===== config.mk =====
export PLATFORM = sky130hd
export DESIGN_NAME = cdac_ctrl
export DESIGN_NICKNAME = d
export VERILOG_FILES = /design/src/include/cdac_pkg.sv /design/src/core/cdac_chan.sv /design/src/core/cdac_ctrl.sv
export VERILOG_INCLUDE_DIRS = /design/src /design/src/include
export SDC_FILE = /design/constraint.sdc
export NUM_CORES = 1
export LEC_CHECK = 0
export BUFFER_PORTS_ARGS = -buffer_cell sky130_fd_sc_hd__buf_2
export CAP_MARGIN = 20
export CORE_MARGIN = 5
export CORE_UTILIZATION = 50
export DETAILED_ROUTE_END_ITERATION = 7
export PLACE_DENSITY = 0.76
export SLEW_MARGIN = 20
export SYNTH_ARGS = -nofsm -noshare
export SYNTH_HDL_FRONTEND = slang
export SYNTH_SLANG_ARGS = --single-unit

===== constraint.sdc =====
create_clock -name MCLK -period 3.7 [get_ports MCLK]
set_input_delay 0.555 -clock MCLK [delete_from_list [all_inputs] [get_ports MCLK]]
set_output_delay 0.555 -clock MCLK [all_outputs]
set_load 0.05 [all_outputs]

===== src/include/cdac_regs.svh =====
// Register offsets, field positions and reset values for the converter pair
// Assumes an 8-bit special-function register bus with 8-bit addresses
`ifndef CDAC_REGS_SVH
`define CDAC_REGS_SVH
`define CDAC_ADDR_DATA0 8'h96
`define CDAC_ADDR_CTRL0 8'hb9
`define CDAC_ADDR_CTRL1 8'hd7
`define CDAC_ADDR_DATA1 8'hdd
`define CDAC_EN_BIT 7
`define CDAC_SRC_HI 6
`define CDAC_SRC_LO 4
`define CDAC_CSC_BIT 3
`define CDAC_UNUSED_BIT 2
`define CDAC_FS_HI 1
`define CDAC_FS_LO 0
`define CDAC_CTRL_RST 8'h70
`define CDAC_DATA_RST 8'h00
`define CDAC_CTRL_WMASK 8'hfb
`define CDAC_PIN0 6
`define CDAC_PIN1 7
`endif


===== src/include/cdac_pkg.sv =====
// Types shared by the converter control files
// Assumes nothing beyond a SystemVerilog compiler
package cdac_pkg;
	typedef enum logic [2:0] {
		CDAC_SRC_T0,
		CDAC_SRC_T1,
		CDAC_SRC_T2,
		CDAC_SRC_T3,
		CDAC_SRC_RISE,
		CDAC_SRC_FALL,
		CDAC_SRC_BOTH,
		CDAC_SRC_WRITE
	} cdac_src_t;
endpackage


===== src/core/cdac_chan.sv =====
// One converter channel: control and data registers, pending word, latch
// Assumes single-cycle bus strobes and event pulses synchronous to clk
`timescale 1ns/1ns
`include "cdac_regs.svh"
module cdac_chan #(
	parameter int WIDTH = 8
) (
	input wire logic clk,
	input wire logic rst,
	input wire logic ctrl_wr,
	input wire logic data_wr,
	input wire logic [WIDTH-1:0] wdata,
	input wire logic [3:0] tmr_ovf,
	input wire logic strobe_rise,
	input wire logic strobe_fall,
	output logic [WIDTH-1:0] ctrl_q,
	output logic [WIDTH-1:0] data_q,
	output logic [WIDTH-1:0] latch_q
);
	import cdac_pkg::*;
	logic [WIDTH-1:0] ctrl_reg;
	logic [WIDTH-1:0] data_reg;
	logic [WIDTH-1:0] latch_reg;
	logic [WIDTH-1:0] latch_next;
	logic event_hit;
	logic write_mode;
	cdac_src_t src;

	assign src = cdac_src_t'(ctrl_reg[`CDAC_SRC_HI:`CDAC_SRC_LO]);
	assign write_mode = (src == CDAC_SRC_WRITE);
	always_comb begin
		case (src)
			CDAC_SRC_T0: event_hit = tmr_ovf[0];
			CDAC_SRC_T1: event_hit = tmr_ovf[1];
			CDAC_SRC_T2: event_hit = tmr_ovf[2];
			CDAC_SRC_T3: event_hit = tmr_ovf[3];
			CDAC_SRC_RISE: event_hit = strobe_rise;
			CDAC_SRC_FALL: event_hit = strobe_fall;
			CDAC_SRC_BOTH: event_hit = strobe_rise | strobe_fall;
			default: event_hit = 1'b0;
		endcase
	end
	// Write mode copies the incoming word; other modes copy the held word
	assign latch_next = (write_mode && data_wr) ? wdata :
		(event_hit ? data_reg : latch_reg);

	always_ff @(posedge clk or posedge rst) begin
		if (rst) begin
			ctrl_reg <= `CDAC_CTRL_RST;
			data_reg <= `CDAC_DATA_RST;
			latch_reg <= `CDAC_DATA_RST;
		end else begin
			if (ctrl_wr)
				ctrl_reg <= wdata & `CDAC_CTRL_WMASK;
			if (data_wr)
				data_reg <= wdata;
			latch_reg <= latch_next;
		end
	end
	assign ctrl_q = ctrl_reg;
	assign data_q = data_reg;
	assign latch_q = latch_reg;

	chk_unused_bit_zero: assert property (@(posedge clk)
		disable iff (rst)
		ctrl_reg[`CDAC_UNUSED_BIT] == 1'b0)
		else $error("unused control bit set");
	chk_write_mode_latch: assert property (@(posedge clk)
		disable iff (rst)
		(write_mode && data_wr) |=> latch_reg == $past(wdata))
		else $error("write mode latch missed");
	chk_timer_hold: assert property (@(posedge clk)
		disable iff (rst)
		(!write_mode && !event_hit) |=> $stable(latch_reg))
		else $error("latch moved without event");
	chk_event_copy: assert property (@(posedge clk)
		disable iff (rst)
		(!write_mode && event_hit) |=> latch_reg == $past(data_reg))
		else $error("event did not copy data");
endmodule


===== src/core/cdac_ctrl.sv =====
// Top of the dual current converter control: bus decode, strobe, pins
// Assumes a one-cycle register strobe bus and timer overflow pulses on MCLK
`timescale 1ns/1ns
`include "cdac_regs.svh"
// Behaviour
// Control bit 7 enables the channel
// Bits 6-4 select the update source
// Sources 000-011 update on timer overflows
// Sources 100-110 update on strobe edges
// Source 111 updates on data write
// Bit 3 selects constant supply current
// Bit 2 reads zero, ignores writes
// Bits 1-0 select full-scale current
// Readable writable 8-bit data register
// Second identical independent channel
// Channel 0 on port bit 6, 1 on 7
// Disabled channel leaves pin as GPIO
// Enabled channel cuts driver, pull-up, connects
// Software should skip converter pins in crossbar
// Event modes hold word until event
// Write mode latches right after write
// Strobe synchronised, edges give one pulse
module cdac_ctrl #(
	parameter int WIDTH = 8
) (
	input wire logic MCLK,
	input wire logic SYS_RST,
	input wire logic [7:0] SFR_ADDR,
	input wire logic SFR_WR,
	input wire logic SFR_RD,
	input wire logic [WIDTH-1:0] SFR_WDATA,
	output logic [WIDTH-1:0] SFR_RDATA,
	output logic SFR_HIT,
	input wire logic [3:0] TMR_OVF,
	input wire logic CONVERSION_STROBE_PIN,
	input wire logic [7:0] P1_GPIO_OUT,
	input wire logic [7:0] P1_GPIO_OE,
	input wire logic [7:0] P1_GPIO_PULLUP,
	output logic [7:0] P1_OUT,
	output logic [7:0] P1_OE,
	output logic [7:0] P1_PULLUP,
	output logic [7:0] P1_ANALOG_SEL,
	output logic CHANNEL0_ENABLE,
	output logic [WIDTH-1:0] CHANNEL0_WORD,
	output logic CHANNEL0_CONST_SUPPLY,
	output logic [1:0] CHANNEL0_FULLSCALE_SEL,
	output logic CHANNEL1_ENABLE,
	output logic [WIDTH-1:0] CHANNEL1_WORD,
	output logic CHANNEL1_CONST_SUPPLY,
	output logic [1:0] CHANNEL1_FULLSCALE_SEL
);
	import cdac_pkg::*;
	logic strobe_meta_reg;
	logic strobe_sync_reg;
	logic strobe_last_reg;
	wire strobe_rise;
	wire strobe_fall;
	wire [1:0] ctrl_sel;
	wire [1:0] data_sel;
	wire [WIDTH-1:0] ctrl_q [2];
	wire [WIDTH-1:0] data_q [2];
	wire [WIDTH-1:0] latch_q [2];
	wire [1:0] chan_en;
	wire hit;
	logic [WIDTH-1:0] rdata_next;
	logic [7:0] mask_next;
	logic [7:0] out_next;
	logic [7:0] oe_next;
	logic [7:0] pu_next;

	// Only the second and third stages feed the edge detector
	always_ff @(posedge MCLK or posedge SYS_RST) begin
		if (SYS_RST) begin
			strobe_meta_reg <= 1'b0;
			strobe_sync_reg <= 1'b0;
			strobe_last_reg <= 1'b0;
		end else begin
			strobe_meta_reg <= CONVERSION_STROBE_PIN;
			strobe_sync_reg <= strobe_meta_reg;
			strobe_last_reg <= strobe_sync_reg;
		end
	end
	assign strobe_rise = strobe_sync_reg & ~strobe_last_reg;
	assign strobe_fall = ~strobe_sync_reg & strobe_last_reg;

	assign ctrl_sel[0] = (SFR_ADDR == `CDAC_ADDR_CTRL0);
	assign ctrl_sel[1] = (SFR_ADDR == `CDAC_ADDR_CTRL1);
	assign data_sel[0] = (SFR_ADDR == `CDAC_ADDR_DATA0);
	assign data_sel[1] = (SFR_ADDR == `CDAC_ADDR_DATA1);
	assign hit = |{ctrl_sel, data_sel};

	genvar g;
	generate
		for (g = 0; g < 2; g++) begin : gen_chan
			cdac_chan #(.WIDTH(WIDTH)) u_chan (
				.clk(MCLK),
				.rst(SYS_RST),
				.ctrl_wr(SFR_WR & ctrl_sel[g]),
				.data_wr(SFR_WR & data_sel[g]),
				.wdata(SFR_WDATA),
				.tmr_ovf(TMR_OVF),
				.strobe_rise(strobe_rise),
				.strobe_fall(strobe_fall),
				.ctrl_q(ctrl_q[g]),
				.data_q(data_q[g]),
				.latch_q(latch_q[g])
			);
			assign chan_en[g] = ctrl_q[g][`CDAC_EN_BIT];
		end
	endgenerate

	// Unmapped addresses read zero
	always_comb begin
		rdata_next = '0;
		if (ctrl_sel[0])
			rdata_next = ctrl_q[0];
		else if (ctrl_sel[1])
			rdata_next = ctrl_q[1];
		else if (data_sel[0])
			rdata_next = data_q[0];
		else if (data_sel[1])
			rdata_next = data_q[1];
	end

	// Pin takeover: enabled channel forces driver and pull-up off
	always_comb begin
		mask_next = 8'h00;
		mask_next[`CDAC_PIN0] = chan_en[0];
		mask_next[`CDAC_PIN1] = chan_en[1];
		out_next = P1_GPIO_OUT & ~mask_next;
		oe_next = P1_GPIO_OE & ~mask_next;
		pu_next = P1_GPIO_PULLUP & ~mask_next;
	end

	// Outputs registered; pin takeover lags the enable write by one cycle
	always_ff @(posedge MCLK or posedge SYS_RST) begin
		if (SYS_RST) begin
			SFR_RDATA <= '0;
			SFR_HIT <= 1'b0;
			P1_OUT <= 8'h00;
			P1_OE <= 8'h00;
			P1_PULLUP <= 8'h00;
			P1_ANALOG_SEL <= 8'h00;
		end else begin
			SFR_RDATA <= SFR_RD ? rdata_next : '0;
			SFR_HIT <= (SFR_RD | SFR_WR) & hit;
			P1_OUT <= out_next;
			P1_OE <= oe_next;
			P1_PULLUP <= pu_next;
			P1_ANALOG_SEL <= mask_next;
		end
	end

	always_ff @(posedge MCLK or posedge SYS_RST) begin
		if (SYS_RST) begin
			CHANNEL0_ENABLE <= 1'b0;
			CHANNEL0_WORD <= '0;
			CHANNEL0_CONST_SUPPLY <= 1'b0;
			CHANNEL0_FULLSCALE_SEL <= 2'h0;
			CHANNEL1_ENABLE <= 1'b0;
			CHANNEL1_WORD <= '0;
			CHANNEL1_CONST_SUPPLY <= 1'b0;
			CHANNEL1_FULLSCALE_SEL <= 2'h0;
		end else begin
			CHANNEL0_ENABLE <= chan_en[0];
			CHANNEL0_WORD <= latch_q[0];
			CHANNEL0_CONST_SUPPLY <= ctrl_q[0][`CDAC_CSC_BIT];
			CHANNEL0_FULLSCALE_SEL <= ctrl_q[0][`CDAC_FS_HI:`CDAC_FS_LO];
			CHANNEL1_ENABLE <= chan_en[1];
			CHANNEL1_WORD <= latch_q[1];
			CHANNEL1_CONST_SUPPLY <= ctrl_q[1][`CDAC_CSC_BIT];
			CHANNEL1_FULLSCALE_SEL <= ctrl_q[1][`CDAC_FS_HI:`CDAC_FS_LO];
		end
	end

	// Strobe edge detector
	chk_strobe_rise_pulse: assert property (@(posedge MCLK)
		disable iff (SYS_RST)
		strobe_rise |=> !strobe_rise)
		else $error("rise pulse too long");
	chk_strobe_sync_delay: assert property (@(posedge MCLK)
		disable iff (SYS_RST)
		$rose(CONVERSION_STROBE_PIN) ##1 CONVERSION_STROBE_PIN
		|=> strobe_rise)
		else $error("strobe edge not seen in time");
	chk_strobe_fall_pulse: assert property (@(posedge MCLK)
		disable iff (SYS_RST)
		strobe_fall |=> !strobe_fall)
		else $error("fall pulse too long");
	chk_strobe_fall_delay: assert property (@(posedge MCLK)
		disable iff (SYS_RST)
		$fell(CONVERSION_STROBE_PIN) ##1 !CONVERSION_STROBE_PIN
		|=> strobe_fall)
		else $error("falling strobe edge not seen in time");

	// Pin takeover; reset edge skipped as registers hold reset values there
	chk_pin_takeover: assert property (@(posedge MCLK)
		disable iff (SYS_RST)
		chan_en[0] |=> !P1_OE[`CDAC_PIN0] && !P1_PULLUP[`CDAC_PIN0]
		&& !P1_OUT[`CDAC_PIN0] && P1_ANALOG_SEL[`CDAC_PIN0])
		else $error("pin 6 still driven");
	chk_pin_takeover1: assert property (@(posedge MCLK)
		disable iff (SYS_RST)
		chan_en[1] |=> !P1_OE[`CDAC_PIN1] && !P1_PULLUP[`CDAC_PIN1]
		&& !P1_OUT[`CDAC_PIN1] && P1_ANALOG_SEL[`CDAC_PIN1])
		else $error("pin 7 still driven");
	chk_gpio_pass: assert property (@(posedge MCLK)
		disable iff (SYS_RST)
		!SYS_RST && !chan_en[1] |=>
		P1_OE[`CDAC_PIN1] == $past(P1_GPIO_OE[`CDAC_PIN1]))
		else $error("pin 7 not plain gpio");
	chk_gpio_pass0: assert property (@(posedge MCLK)
		disable iff (SYS_RST)
		!SYS_RST && !chan_en[0] |=>
		P1_PULLUP[`CDAC_PIN0] == $past(P1_GPIO_PULLUP[`CDAC_PIN0]))
		else $error("pin 6 pull-up not plain gpio");
	chk_analog_only: assert property (@(posedge MCLK)
		disable iff (SYS_RST)
		P1_ANALOG_SEL[`CDAC_PIN0-1:0] == '0)
		else $error("analog select on a plain pin");
	chk_out_pass: assert property (@(posedge MCLK)
		disable iff (SYS_RST)
		!SYS_RST |=>
		((P1_OUT ^ $past(P1_GPIO_OUT)) & ~P1_ANALOG_SEL) == 8'h00)
		else $error("gpio output level not passed");
	chk_pu_pass: assert property (@(posedge MCLK)
		disable iff (SYS_RST)
		!SYS_RST |=>
		((P1_PULLUP ^ $past(P1_GPIO_PULLUP)) & ~P1_ANALOG_SEL) == 8'h00)
		else $error("gpio pull-up not passed");
	chk_oe_pass: assert property (@(posedge MCLK)
		disable iff (SYS_RST)
		!SYS_RST |=>
		((P1_OE ^ $past(P1_GPIO_OE)) & ~P1_ANALOG_SEL) == 8'h00)
		else $error("gpio output enable not passed");
	chk_analog_sel: assert property (@(posedge MCLK)
		disable iff (SYS_RST)
		!SYS_RST |=> P1_ANALOG_SEL[`CDAC_PIN0] == $past(chan_en[0])
		&& P1_ANALOG_SEL[`CDAC_PIN1] == $past(chan_en[1]))
		else $error("analog select does not follow enable");

	// Channel outputs lag their source register by one edge
	chk_en0_copy: assert property (@(posedge MCLK)
		disable iff (SYS_RST)
		!SYS_RST |=> CHANNEL0_ENABLE == $past(chan_en[0]))
		else $error("channel 0 enable not copied");
	chk_en1_copy: assert property (@(posedge MCLK)
		disable iff (SYS_RST)
		!SYS_RST |=> CHANNEL1_ENABLE == $past(chan_en[1]))
		else $error("channel 1 enable not copied");
	chk_csc0_copy: assert property (@(posedge MCLK)
		disable iff (SYS_RST)
		!SYS_RST |=>
		CHANNEL0_CONST_SUPPLY == $past(ctrl_q[0][`CDAC_CSC_BIT]))
		else $error("channel 0 supply mode not copied");
	chk_csc1_copy: assert property (@(posedge MCLK)
		disable iff (SYS_RST)
		!SYS_RST |=>
		CHANNEL1_CONST_SUPPLY == $past(ctrl_q[1][`CDAC_CSC_BIT]))
		else $error("channel 1 supply mode not copied");
	chk_fs0_copy: assert property (@(posedge MCLK)
		disable iff (SYS_RST)
		!SYS_RST |=> CHANNEL0_FULLSCALE_SEL ==
		$past(ctrl_q[0][`CDAC_FS_HI:`CDAC_FS_LO]))
		else $error("channel 0 full scale not copied");
	chk_fs1_copy: assert property (@(posedge MCLK)
		disable iff (SYS_RST)
		!SYS_RST |=> CHANNEL1_FULLSCALE_SEL ==
		$past(ctrl_q[1][`CDAC_FS_HI:`CDAC_FS_LO]))
		else $error("channel 1 full scale not copied");
	chk_word0_copy: assert property (@(posedge MCLK)
		disable iff (SYS_RST)
		!SYS_RST |=> CHANNEL0_WORD == $past(latch_q[0]))
		else $error("channel 0 word not copied");
	chk_word1_copy: assert property (@(posedge MCLK)
		disable iff (SYS_RST)
		!SYS_RST |=> CHANNEL1_WORD == $past(latch_q[1]))
		else $error("channel 1 word not copied");

	// Register bus
	chk_ctrl_readback: assert property (@(posedge MCLK)
		disable iff (SYS_RST)
		(SFR_WR && ctrl_sel[1]) ##1 (SFR_RD && ctrl_sel[1] && !SFR_WR)
		|=> SFR_RDATA == ($past(SFR_WDATA, 2) & `CDAC_CTRL_WMASK))
		else $error("control readback wrong");
	chk_ctrl0_write: assert property (@(posedge MCLK)
		disable iff (SYS_RST)
		SFR_WR && ctrl_sel[0] |=>
		ctrl_q[0] == ($past(SFR_WDATA) & `CDAC_CTRL_WMASK))
		else $error("control 0 write lost");
	chk_data1_write: assert property (@(posedge MCLK)
		disable iff (SYS_RST)
		SFR_WR && data_sel[1] |=> data_q[1] == $past(SFR_WDATA))
		else $error("data 1 write lost");
	chk_read_data0: assert property (@(posedge MCLK)
		disable iff (SYS_RST)
		SFR_RD && data_sel[0] |=> SFR_RDATA == $past(data_q[0]))
		else $error("data 0 read wrong");
	chk_read_data1: assert property (@(posedge MCLK)
		disable iff (SYS_RST)
		SFR_RD && data_sel[1] |=> SFR_RDATA == $past(data_q[1]))
		else $error("data 1 read wrong");
	chk_read_unused: assert property (@(posedge MCLK)
		disable iff (SYS_RST)
		SFR_RD && |ctrl_sel |=> SFR_RDATA[`CDAC_UNUSED_BIT] == 1'b0)
		else $error("unused bit read as one");
	chk_read_idle: assert property (@(posedge MCLK)
		disable iff (SYS_RST)
		!SFR_RD |=> SFR_RDATA == '0)
		else $error("read data left standing");
	chk_unmapped: assert property (@(posedge MCLK)
		disable iff (SYS_RST)
		(SFR_RD || SFR_WR) && !hit |=> SFR_RDATA == '0 && !SFR_HIT)
		else $error("unmapped access answered");
	chk_hit_pulse: assert property (@(posedge MCLK)
		disable iff (SYS_RST)
		(SFR_RD || SFR_WR) && hit |=> SFR_HIT)
		else $error("mapped access not flagged");
endmodule


Yosys cells after proc, flatten, opt, wreduce, memory -nomap -nowiden
Cells that the tools add are included.
W data, S select, Z words.
{ "op_classes": {"eq_ne": 18, "muxes": 11, "bitwise": 15, "reduce_logical": 7} }
{ "ops": {"columns": ["cell", "count"], "rows": [
  ["$mux W8", 9],
  ["$eq A8 B8 Y1 const B", 4],
  ["$and A8 B8 Y8", 3],
  ["$eq A3 B3 Y1 const B", 8],
  ["$pmux W1 S7", 2],
  ["$eq A3 B2 Y1 const B", 4],
  ["$not A8 Y8", 1],
  ["$and A1 B1 Y1", 7],
  ["$eq A3 B1 Y1 const B", 2],
  ["$logic_not A3 Y1", 2],
  ["$reduce_bool A2 Y1", 2],
  ["$reduce_or A4 Y1", 1],
  ["$logic_and A1 B1 Y1", 2],
  ["$not A1 Y1", 2],
  ["$or A1 B1 Y1", 2]
]} }
{ "word_totals": {"register_bits": 108, "in_bits": 49, "output_inout_bits": 65, "wordCells": 74} }

Depth between registers and ports, before layout
Gate-level depths: netlist of run 1.
{ "depth": {"ltp_word": 6, "mapped_depth": 7, "ltp_nobuf": 6} }

Cells and area by module
Synthesis of run 1 repeated with hierarchy kept, for this count alone.
{ "hier_totals": {"cells_unflattened": 277, "area_unflattened_um2": 4239.1} }
{ "by_module_without_submodules": {"columns": ["module", "n_inst", "cells_per_inst", "area_each_um2", "seq_area_each_um2"], "rows": [
  ["cdac_chan", 2, 70, 1103.6, 579.3],
  ["cdac_ctrl", 1, 137, 2031.9, 1501.4]
]} }

Worst setup path after synthesis of run 1
Ideal clock, no wire load.
{ "synth_timing": {"path_kind": "input port to flip-flop", "from": "input SFR_ADDR[5]", "to": "register gen_chan[1].u_chan.ctrl_reg[0]", "setup_ns": 0.125, "arrival_ns": 1.526, "required_ns": 3.575, "slack_ns": 2.048, "cell_stages": 6, "path_buffers": 2, "path_cell_list": "nand2b_1 buf_4 nor2_2 and3_1 buf_6 mux2_4"} }
{ "synth_between": {"elab_chain_len": 2} }
{ "synth_rtl": {"columns": ["item", "line", "text"], "rows": [
  ["from (decl)", "cdac_ctrl.sv:28", "input wire logic [7:0] SFR_ADDR,"],
  ["$eq A8 B8 Y1 (no source line)", null, null],
  ["$and A1 B1 Y1", "cdac_ctrl.sv:98", ".ctrl_wr(SFR_WR & ctrl_sel[g]),"],
  ["to (signal assigned)", "cdac_chan.sv:49", "ctrl_reg <= `CDAC_CTRL_RST;"],
  ["to (signal assigned)", "cdac_chan.sv:54", "ctrl_reg <= wdata & `CDAC_CTRL_WMASK;"],
  ["to (decl)", "cdac_chan.sv:21", "logic [WIDTH-1:0] ctrl_reg;"]
]} }
No other way between the ends.
A chain may end at the register's enable or synchronous reset.

Worst setup path after layout of run 1
{ "layout_timing": {"from": "register gen_chan[1].u_chan.ctrl_reg[6]", "to": "register gen_chan[1].u_chan.latch_reg[7]"} }
{ "layout_between": {"elab_chain_len": 3, "elab_cells_between_ends": 12, "cone_classes": "eq/ne: 7; mux: 2; reduce/logical: 3"} }
{ "layout_rtl": {"columns": ["item", "line", "text"], "rows": [
  ["$eq A3 B3 Y1 (tied with other cells)", "cdac_chan.sv:32", "case (src)"],
  ["$pmux W1 S7 / $logic_and A1 B1 Y1 (equally long branches)", "cdac_chan.sv:32, cdac_chan.sv:44", null],
  ["$reduce_bool A2 Y1 (no source line) / $mux W8 (equally long branches)", null, null],
  ["to (signal assigned)", "cdac_chan.sv:51", "latch_reg <= `CDAC_DATA_RST;"],
  ["to (signal assigned)", "cdac_chan.sv:57", "latch_reg <= latch_next;"],
  ["to (decl)", "cdac_chan.sv:23", "logic [WIDTH-1:0] latch_reg;"]
]} }
Several ways; a longest one is shown, not always the timed one.

==> results summary, run 1 <==
The flow ran to the end, and the final reports show no timing, DRC or antenna violations. The filler-free cell count of the finished design is between 500 and 600. For this design, the slowest cell found on the critical path is dfstp_2.

The number of enable-type register cells in the synthesized netlist came out at 0. Clock tree synthesis found a total of 106 sinks. The critical-path maximum fanout came out at 15.

The sequential cells in the finished layout cover a total of 2660 sq um. The count of buffering cells on the critical path with inverters included came out at 0. The die is between 100 and 150 microns wide. The critical path's top delay family is compound AO/OA/AOI/OAI gates.

Input and output buffers added on the ports amount to roughly 110. The ratio of cells with drive above 1 in the final layout is 0.389. The number of hold buffers added after CTS came out at 0. In the synthesized netlist, the cells that appear most often are dfrtp_1 (100), inv_1 (26), nand2_1 (25). The CTS tree is yes. In this run the clock root is driven by a clkbuf_8.

The total setup buffers inserted after CTS came out at 0. The synthesized area is roughly 4400 sq um. After routing the design area is a little over 5000 sq um. The highest ir drop seen on vdd came out at between 0.2 and 0.25 mV. The area of the die is approximately 11000 sq um. The number of optimization iterations in the first detailed-route pass came out at 4. Traced cell by cell, the critical path runs through and4b_1 > a41oi_2 > o211a_4 > o211ai_1.

The power density over cell area is around 440 nW/um^2. The maximum clock frequency came out at between 500 and 600 MHz. The synthesized area divided by synthesized cell count is 12.6 sq um. The via count of the routed design came out at about 3000. The number of global-route vias before repair is between 3000 and 4000. The number of distinct library cells after synthesis came out at 50.

The number of nets at the end of the flow is ~500. Fill cells in the final layout number 726. By startpoint and endpoint, the worst setup path is classified as register to register. In this run the remaining antenna-violating nets after routing total 0. The area growth from synthesis to layout is 17.2%. The buffer depth of the longest clock path came out at 2. The number of clock buffers added by TritonCTS is 9.

The initial antenna violation count came out at 0. After layout, the minimum clock period comes to 1.94 ns. The pre-CTS worst setup slack is ~1.6 ns. Data arrives at the worst endpoint at ~2.2 ns. The final worst slack came out at 1.76 ns. The average via count per standard cell is roughly 5.4.

The level count of the clock H-tree is 3. The routed length per instance came out at 17.4 microns. The final hold violation count was 0. The largest clock skew in the final design is roughly 0.011 ns. For this run, the slowest stage of the critical path takes approximately 0.75 ns. The routability congestion estimate is between 0.8 and 0.9. Setup repair after global routing left no endpoint under its margin. The effective utilization at floorplan is 0.510.

The slew at the pin with the worst max-slew slack is about 0.67 ns. The boundary pin count came out at around 110. For this run the aggregate overflow at the end of global routing stands at 0. The y dimension of the die is about 100 microns. The quantity of gates resized following cts came out at 0. Summed over all failing endpoints, the final setup total negative slack is 0 ns.

The routed wire length is approximately 9800 microns. The worst path required time is 3.94 ns. The portion of the clock cycle consumed by the worst path in the final layout came out at 0.524.

The post-detailed-route DRC marker count is 0. The detailed router's first-iteration violation count came out at ~150. The total inserted antenna cells came out at 0. Headroom to the max-slew limit came out at 0.556. Of the post-synthesis cell area, the dominant cell type holds 0.569.

The first global-routing pass estimated roughly 16000 microns of wire. The instance area after placement is about 5000 sq um. By area the synthesized netlist is led by dfrtp_1 (57%), mux2_4 (5.1%), mux2_2 (4.4%).

The total routing resource utilization after global routing is 0.184. Setup violations remaining at the end of the flow were counted as 0. The post-synthesis sequential element count came out at between 100 and 150.

The worst setup path is launched from a register. The warning count from the yosys run came out at 0. The max-capacitance violation count came out at 0. The clock-pin slew of the registers on the worst-case setup and hold paths came out at approximately 0.11 ns. The biggest area contributor in the post-synthesis netlist is dfrtp_1. In the synthesized netlist the dominant register cell turns out to be dfrtp_1. STA classifies the critical path endpoint as a register. Among all cell types in the netlist, the one instantiated most often is dfrtp_1. The number of max-slew violations in the final report came out at 0. In this run the core area contains 34 standard-cell rows. Once detailed placement completed, the half-perimeter wirelength came to 7330 microns. For this run, asynchronously set or reset flops after synthesis account for 1.00.

Synthesis produced a netlist whose cell count is 348. The multi-input logic area came out at 1510 sq um. The area of the placeable core is 8640 sq um. The pin count of the biggest net entering global routing came out at 57.

The path class of the tightest hold or removal check is input port to asynchronous set/reset pin. The fraction of the yosys area taken by sequential cells is 0.604. The source-to-sink clock delay at the later pin of the worst-skew pair came out at between 0.3 and 0.4 ns. The static power due to leakage came out at roughly 2.6 nW. Once placement completed, the tool counted placed cells totaling between 500 and 600.
## path summary, 6_finish.rpt
| check | startpoint | end | slack, ns | cells after the start |
|---|---|---|---|---|
| min in group MCLK | P1_GPIO_PULLUP[3] | P1_PULLUP[3]$_DFF_PP0_ | 0.28 | 1 |
| setup / recovery | gen_chan[1].u_chan.ctrl_q[6]$_DFFE_PP1P_ | gen_chan[1].u_chan.latch_q[7]$_DFFE_PP0P_ | 1.76 | 4 |
| hold reg to reg | strobe_meta_reg$_DFF_PP0_ | strobe_sync_reg$_DFF_PP0_ | 0.36 | 0 |
| hold / removal | SYS_RST | P1_PULLUP[3]$_DFF_PP0_ | 0.25 | 2 |
| setup reg to reg | gen_chan[1].u_chan.ctrl_q[6]$_DFFE_PP1P_ | gen_chan[1].u_chan.latch_q[7]$_DFFE_PP0P_ | 1.76 | 4 |
| max in group asynchronous | SYS_RST | gen_chan[1].u_chan.ctrl_q[4]$_DFFE_PP1P_ | 2.67 | 3 |
## layout make-up
cell class / instances / area share
Clock buffer: 9 / 0.0240
Clock inverter: 7 / 0.0141
Inverter: 26 / 0.0194
Multi-Input combinational cell: 199 / 0.293
Sequential cell: 106 / 0.516
Tap cell: 108 / 0.0262
Timing Repair Buffer: 108 / 0.108
## layout by cell type, fill, tap and decap left out, types with 2 or more instances in the layout
| master | instances |
|---|---|
| dfstp_2 | 6 |
| nand2_1 | 25 |
| ha_1 | 2 |
| mux2_2 | 17 |
| nand2b_1 | 2 |
| nand3_2 | 2 |
| clkinv_8 | 2 |
| nor3_1 | 7 |
| mux2i_1 | 2 |
| and4_1 | 3 |
| and3_1 | 8 |
| nand3_1 | 17 |
| nor2_1 | 3 |
| clkbuf_8 | 9 |
| mux2_4 | 15 |
| nor2b_1 | 9 |
| buf_2 | 107 |
| and3b_1 | 3 |
| a31oi_1 | 16 |
| and4b_1 | 3 |
| o2111ai_1 | 8 |
| inv_1 | 25 |
| inv_6 | 3 |
| dfrtp_1 | 100 |
| o211ai_1 | 17 |
| o21ai_0 | 14 |
| conb_1 | 6 |
## kinds of logic after synthesis
| group | after synthesis | synth area share |
|---|---|---|
| fa+ha+maj | 2 | 0.00569 |
| other cells | 1 | 0.000852 |
| buf+inv | 48 | 0.0563 |
| compound gates | 65 | 0.108 |
| flops | 106 | 0.604 |
| simple gates | 92 | 0.125 |
| mux | 34 | 0.0992 |
## per-layer routing
layer,vias to the layer above,share of wire,global-route usage
li1,1429,-,-
met1,1493,0.42,0.243
met2,94,0.50,0.305
met3,11,0.061,0.0442
met4,0,0.011,0.0518
met5,-,0,0
## where the power goes
group	leakage, nW	internal [W]	total, W	switching [W]
registers	1.39	0.00122	0.00125	0.0000336
logic	1.10	0.0000846	0.000308	0.000224
clock network	0.100	0.000264	0.000686	0.000422
total	2.59	0.00156	0.00224	0.000680
## stage by stage
stage,hold slack [ns],power [W],utilization
2_1_floorplan,0.331,0.00149,-
3_3_place_gp,0.333,0.00158,0.575
3_5_place_dp,0.336,0.00158,0.575
4_1_cts,0.264,0.00227,0.597
5_1_grt,0.253,0.00234,0.597
6_report,0.255,0.00224,0.597
Power figures use the tool's default switching activity.
==> run 2, diff against run 1 <==
--- a/config.mk
+++ b/config.mk
@@ -9,9 +9,9 @@
 export BUFFER_PORTS_ARGS = -buffer_cell sky130_fd_sc_hd__buf_2
 export CAP_MARGIN = 20
 export CORE_MARGIN = 5
-export CORE_UTILIZATION = 50
+export CORE_UTILIZATION = 47
 export DETAILED_ROUTE_END_ITERATION = 7
-export PLACE_DENSITY = 0.76
+export PLACE_DENSITY = 0.75
 export SLEW_MARGIN = 20
 export SYNTH_ARGS = -nofsm -noshare
 export SYNTH_HDL_FRONTEND = slang
==> constraint.sdc (replaced) <==
create_clock -name MCLK -period 1.68 [get_ports MCLK]
set_input_delay 0.252 -clock MCLK [delete_from_list [all_inputs] [get_ports MCLK]]
set_output_delay 0.252 -clock MCLK [all_outputs]
set_load 0.05 [all_outputs]
==> results summary, run 2 (synthesized netlist as in run 1, its figures left out) <==
The flow ran to the end, and the final reports show no timing, DRC or antenna violations. The critical-path maximum fanout is 8. The share of total power dissipated in combinational logic is 0.151. Setup repair after global routing left no endpoint under its margin. The library cell appearing most often on the critical path is o211ai_1. The count of fill cells added during filler insertion came out at about 720.

The via count of the routed design came out at around 3300. The shortest clock period the worst path allows after layout came out at about 1.6 ns. The multi-input logic area came out at 1550 sq um.

The portion of the clock cycle consumed by the worst path in the final layout is 0.968. The worst max-slew margin expressed relative to the limit is 0.633. The max-capacitance violation count is 0. The startpoint identified for the worst register-to-register timing path is strobe_sync_reg$_DFF_PP0_.

The filler-free cell count of the finished design came out at 605. STA classifies the critical path endpoint as a register. The number of port buffers came out at about 110. The worst-case IR drop observed on VDD is roughly 0.54 mV. The net switching share of the total power came out at 0.303. The number of global-route vias before repair came to 3307. The area growth from synthesis to layout is 25.7%. Counting cells, the worst reg-to-reg path comes to 7. Final hold analysis gives a worst-case slack of approximately 0.013 ns. The half-perimeter wire length of the detailed placement result came out at approximately 7500 microns.

The area of the die is 11400 sq um. The y dimension of the die came out at around 110 microns. The clock net sink count is roughly 110. Among cell families on the critical path, the largest total delay comes from compound AO/OA/AOI/OAI gates. The largest individual stage delay along the critical path comes from the cell dfrtp_1. The path class of the tightest hold or removal check is input port to asynchronous set/reset pin. The initial antenna violation count is 0. The library cells used most frequently in the layout, excluding fill and tap cells, are buf_2 (107), dfrtp_1 (100), nand2_1 (25), inv_1 (24).

The ratio of cells with drive above 1 in the final layout came out at 0.409. Counting both buffers and inverters, the worst setup path holds a total of 2. After detailed routing, the average wire length per cell comes to ~18 microns.

The residual overflow from global routing came out at 0. The final worst slack came out at 0.0532 ns. The critical path ends at gen_chan[0].u_chan.latch_q[5]$_DFFE_PP0P_. The final setup violation count came out at 0. In this design, the stage delay of the slowest critical-path cell is ~0.42 ns. The number of core rows came out at 35. For this design the top-level I/O count stands at 114. At the end of routability-driven placement, the weighted congestion stood at 0.875. The core region is around 9200 sq um. The buffer depth of the longest clock path came out at 2. The clock power share came out at 0.299.

The critical path data arrival time is between 1.5 and 2 ns. The share of total power in sequential cells came out at 0.550. The number of optimization iterations in the first detailed-route pass came out at 4. The source-to-sink clock delay at the later pin of the worst-skew pair is between 0.3 and 0.4 ns. Timing analysis after detailed placement gives a worst setup slack of -0.00418 ns. The count of nets left with antenna violations once routing finished came out at 0. The critical path crosses 7 cells after its start point.

Summing all placed instances gives a cell area of slightly above 5000 sq um. The worst setup path is launched from a register. The number of cells after detailed placement came out at approximately 570. The reg-to-reg setup timing slack is between 0.05 and 0.06 ns. The total inserted antenna cells came out at 0. The maximum clock frequency is between 600 and 700 MHz. The routed wire length is about 11000 microns.

Summed over all cells, the static leakage comes to 2.77 nW. The total routing resource utilization after global routing came out at 0.188. The slew at the pin with the worst max-slew slack is approximately 0.55 ns. The effective utilization at floorplan came out at 0.479. The horizontal die dimension is 107 microns. The TritonCTS buffer count came out at 9. The post-detailed-route DRC marker count is 0. The worst setup path is of the register to register kind. Summed over all nets, the switching power comes to 0.00152 W. The worst path required time came out at between 1.5 and 2 ns. Traced cell by cell, the critical path runs through inv_2 > ha_4 > o211ai_1 > buf_4 > o21ai_4 > o211ai_1 > nand3_1. The root buffer cell chosen for the clock tree is clkbuf_8. The CTS tree is yes. The number of max-slew violations in the final report is 0. The endpoint identified for the worst register-to-register timing path is gen_chan[0].u_chan.latch_q[5]$_DFFE_PP0P_. The setup total negative slack is 0 ns. The average via count per standard cell came out at around 5.4. The internal portion of the total power is 0.00349 W.

The library cell used most frequently in the layout, excluding fill and tap cells, is buf_2. The clock arrives with between 0.01 and 0.015 ns of skew. The detailed router finished its first iteration with roughly 170 violations. The H-tree was split into 3 levels. The number of nets at the end of the flow came out at 540. In this run the power density over the cells is around 900 nW/um^2. The final non-filler cell area is ~5500 sq um. The global-route wire length before repair is ~17000 microns.

The sequential cell area in the final layout came out at roughly 2700 sq um. The pin count of the biggest net entering global routing came out at 107. The clock-pin slew of the registers on the worst-case setup and hold paths is between 0.1 and 0.15 ns. Tracing the worst setup path back leads to its startpoint at strobe_sync_reg$_DFF_PP0_.

The final hold violation count is 0.
## run 2: worst min path at each step
stage                                endpoint                      start  cells past startpoint
floorplan                  P1_OE[0]$_DFF_PP0_              P1_GPIO_OE[0]                      0
global placement    strobe_sync_reg$_DFF_PP0_  strobe_meta_reg$_DFF_PP0_                      0
detailed placement  strobe_sync_reg$_DFF_PP0_  strobe_meta_reg$_DFF_PP0_                      0
CTS                       P1_OUT[5]$_DFF_PP0_                    SYS_RST                      3
global route              P1_OUT[5]$_DFF_PP0_                    SYS_RST                      3
finish                    P1_OUT[5]$_DFF_PP0_                    SYS_RST                      3
## run 2: power groups by stage
stage               clock network (W)  registers [W]  logic, W
global placement                    0        0.00279  0.000686
floorplan                           0        0.00300  0.000276
CTS                           0.00152        0.00275  0.000746
finish                        0.00150        0.00275  0.000755
global route                  0.00163        0.00277  0.000804
detailed placement                  0        0.00280  0.000701
## run 2: routing by layer
layer,GRT usage,up-vias,share of wire
met3,0.0446,21,0.069
met2,0.308,143,0.48
met4,0.0530,0,0.015
met1,0.251,1597,0.43
li1,-,1506,-
met5,0,-,0
## run 2: layout make-up
cell class,count,share of cell area
clock buffer,9,0.0224
multi-input combinational,199,0.280
timing repair buffer,147,0.163
inverter,26,0.0183
tap,111,0.0251
clock inverter,7,0.0106
sequential,106,0.481
## run 2: worst min-delay path, stage by stage
cell	delay, ns
buf_2	0.11
clkinvlp_4	0.07
buf_12	0.41
## run 2: repair_timing
item                                    in CTS  in global routing
endpoints found under the hold margin       19                  0
hold buffers                                19                  0
pin swaps                                    1                  4
cloned                                       0                  0
endpoints found under the setup margin       9                 16
gates resized for setup                      3                  6
buffers inserted                             3                  2
## run 2: stage by stage
step / util / total power (W)
2_1_floorplan: - / 0.00328
3_3_place_gp: 0.552 / 0.00348
3_5_place_dp: 0.552 / 0.00350
4_1_cts: 0.597 / 0.00502
5_1_grt: 0.601 / 0.00520
6_report: 0.601 / 0.00500
==> run 3, diff against run 2 <==
--- a/config.mk
+++ b/config.mk
@@ -8,10 +8,12 @@
 export LEC_CHECK = 0
 export BUFFER_PORTS_ARGS = -buffer_cell sky130_fd_sc_hd__buf_2
 export CAP_MARGIN = 20
+export CELL_PAD_IN_SITES_DETAIL_PLACEMENT = 0
+export CELL_PAD_IN_SITES_GLOBAL_PLACEMENT = 2
 export CORE_MARGIN = 5
-export CORE_UTILIZATION = 47
+export CORE_UTILIZATION = 34
 export DETAILED_ROUTE_END_ITERATION = 7
-export PLACE_DENSITY = 0.75
+export PLACE_DENSITY_LB_ADDON = 0.1
 export SLEW_MARGIN = 20
 export SYNTH_ARGS = -nofsm -noshare
 export SYNTH_HDL_FRONTEND = slang
==> constraint.sdc (replaced) <==
create_clock -name MCLK -period 1.55 [get_ports MCLK]
set_input_delay 0.2325 -clock MCLK [delete_from_list [all_inputs] [get_ports MCLK]]
set_output_delay 0.2325 -clock MCLK [all_outputs]
set_load 0.05 [all_outputs]
==> results summary, run 3 (synthesized netlist as in run 1, its figures left out) <==
The core utilization of the finished layout is 0.469. The highest ir drop seen on vdd is slightly below 0.5 mV. Walking the worst path, the cells encountered are mux2_4 > a21oi_4 > o211a_4 > o211ai_1.

The instance area after placement is approximately 5300 sq um. The root buffer cell chosen for the clock tree is clkbuf_16. The buffer depth of the longest clock path came out at 2. On the critical path, the stage with the largest delay is an instance of dfstp_2. The initialized floorplan defines 41 standard-cell rows. The y dimension of the die is approximately 120 microns.

In the layout the commonest cells are buf_2 (108), dfrtp_1 (100), buf_4 (29), inv_1 (24), nand2_1 (21). The worst max-slew margin expressed relative to the limit came out at 0.628. The post-route worst hold slack came out at 0.0328 ns. Of the total power, registers draw 0.488. The source-to-sink clock delay at the later pin of the worst-skew pair came out at about 0.34 ns.

The remaining number of nets flagged by the antenna check after routing is 0. The ratio of cells with drive above 1 in the final layout came out at 0.449. The residual overflow from global routing is 0. The max-capacitance violation count is 0.

The routed wire length is 11200 microns. The maximum clock frequency is approximately 650 MHz. The sum of internal, switching and leakage power came out at 0.00609 W. The initial utilization of the core area, before any placement, comes to 0.347. The clock power share came out at 0.372. The number of optimization iterations in the first detailed-route pass came out at 4. The combinational group share of total power is 0.140. In the post-route analysis, the smallest setup slack over all paths is slightly above 0.005 ns. The area growth from synthesis to layout is 35.1%. The total routing resource utilization after global routing came out at 0.154. The pin count of the biggest net entering global routing came out at approximately 110.

For the worst flop-to-flop path, the logic depth is 4. The initial antenna violation count was 0. The worst path required time came out at between 1.5 and 2 ns. At the placement stage, the worst setup path has a slack of -0.0743 ns. The area of the die came out at 15300 sq um. The number of port buffers came out at between 100 and 150.

TritonCTS built the clock tree. The global-route wire length before repair came out at roughly 18000 microns. Clock tree synthesis inserted a total of 9 buffers. The number of nets at the end of the flow is ~560. The endpoint identified for the worst register-to-register timing path is gen_chan[1].u_chan.latch_q[2]$_DFFE_PP0P_. The reg-to-reg setup timing slack came out at just over 0.005 ns. The finished cells cover 5940 sq um. The static power due to leakage came out at 2.92 nW. The worst setup path is of the register to register kind.

The slew at the pin with the worst max-slew slack is ~0.56 ns. STA classifies the critical path startpoint as a register. The average via count per standard cell is between 4 and 5. The level count of the clock H-tree is 3. At the worst endpoint, the arrival time is roughly 1.8 ns. In the finished design, the share of the clock period the worst path needs comes to 0.997.

The detailed router's first-iteration violation count is about 100. The net switching share of the total power came out at 0.290. Detailed placement finished with a half-perimeter wire length of roughly 8000 microns. The number of max-slew violations in the final report came out at 0.

The routability congestion estimate came out at a little under 0.8. In this run the critical register-to-register path is launched from gen_chan[1].u_chan.ctrl_q[5]$_DFFE_PP1P_. The horizontal die dimension came out at around 120 microns. The path class of the lowest-slack min-delay path is input port to asynchronous set/reset pin.

Dividing the detail-routed wire length by the instance count gives between 15 and 20 microns. In this run the worst path has a maximum fanout of 8. The number of antenna diodes in the final layout is 0. In this design, the stage delay of the slowest critical-path cell is roughly 0.57 ns. The shortest clock period the worst path allows after layout came out at around 1.5 ns. On the final layout, the worst clock skew is approximately 0.0072 ns. The internal cell power is about 0.0043 W. The clock-pin slew of the registers on the worst-case setup and hold paths came out at 0.08 ns. In this run the power density over the cells is 1030 nW/um^2. The clock net sink count is 106. Setup repair after global routing could not meet its margin everywhere. For this run, design rule violations remaining after detail routing come to 0. The via count of the routed design came out at between 3000 and 4000. The flow ran to the end, and the final reports show no timing, DRC or antenna violations. The number of global-route vias before repair came to 3351.

The area of the placeable core is approximately 13000 sq um. The worst setup path is captured at a register. Setup violations remaining at the end of the flow were counted as 0.

The final hold violation count came out at 0. The boundary pin count is around 110. Leaving out fill and tap cells, the most frequent cell in the layout is buf_2. The net load switching power came out at 0.00177 W.
[run 3: cell count changes in the layout (fill, tap and decap cells not counted), sizes merged]
cell  delta
buf     +16
[run 3: cell type report]
type                    count  area (sq um)
well taps                 172           215
clock inverters             7          70.1
inverters                  26           101
clock buffers               9           225
repair buffers            163          1050
multi-input cells         199          1620
flip-flops and latches    106          2660
fillers                  1175          6730
[run 3: worst max path at each step]
stage	from	to	slack [ns]	depth (start not counted)
6_report	gen_chan[1].u_chan.ctrl_q[5]$_DFFE_PP1P_	gen_chan[1].u_chan.latch_q[2]$_DFFE_PP0P_	0.005	4
5_1_grt	strobe_sync_reg$_DFF_PP0_	gen_chan[0].u_chan.latch_q[3]$_DFFE_PP0P_	-0.06	7
4_1_cts	strobe_sync_reg$_DFF_PP0_	gen_chan[1].u_chan.latch_q[2]$_DFFE_PP0P_	0.005	7
3_5_place_dp	strobe_sync_reg$_DFF_PP0_	gen_chan[0].u_chan.latch_q[7]$_DFFE_PP0P_	-0.07	6
3_3_place_gp	strobe_sync_reg$_DFF_PP0_	gen_chan[0].u_chan.latch_q[5]$_DFFE_PP0P_	-0.04	6
2_1_floorplan	gen_chan[1].u_chan.ctrl_q[6]$_DFFE_PP1P_	gen_chan[1].u_chan.latch_q[0]$_DFFE_PP0P_	-0.008	5
[run 3: what timing repair did]
action	CTS	global route
cloned	0	1
hold endpoints to repair	19	0
pin swaps	5	16
setup buffers	4	0
resized for setup	9	19
setup endpoints to repair	16	16
hold buffers	19	0
[run 3: power by group through the flow]
stage               Sequential, W  Clock, W  Combinational, W
finish                    0.00298   0.00226          0.000854
detailed placement        0.00303         0          0.000790
global route              0.00299   0.00241          0.000923
CTS                       0.00298   0.00231          0.000849
global placement          0.00303         0          0.000786
floorplan                 0.00325         0          0.000301
[run 3: critical path: cells and delay by family (launching register included)]
kind            cells  cell delay [ns]
flops               1             0.57
compound gates      3             0.53
mux                 1             0.32
[run 3: metrics by stage]
| stage | setup TNS (ns) | std cells |
|---|---|---|
| detailed placement | -1.16 | 642 |
| global route | -0.368 | 682 |
| finish | 0 | 682 |
| CTS | 0 | 681 |
| floorplan | -0.0634 | 353 |
| global placement | -0.613 | 642 |
[run 3: per-layer routing]
layer / share of wire / global-route usage
met4: 0.011 / 0.0561
met5: 0 / 0
met2: 0.47 / 0.243
met3: 0.042 / 0.0232
met1: 0.47 / 0.215
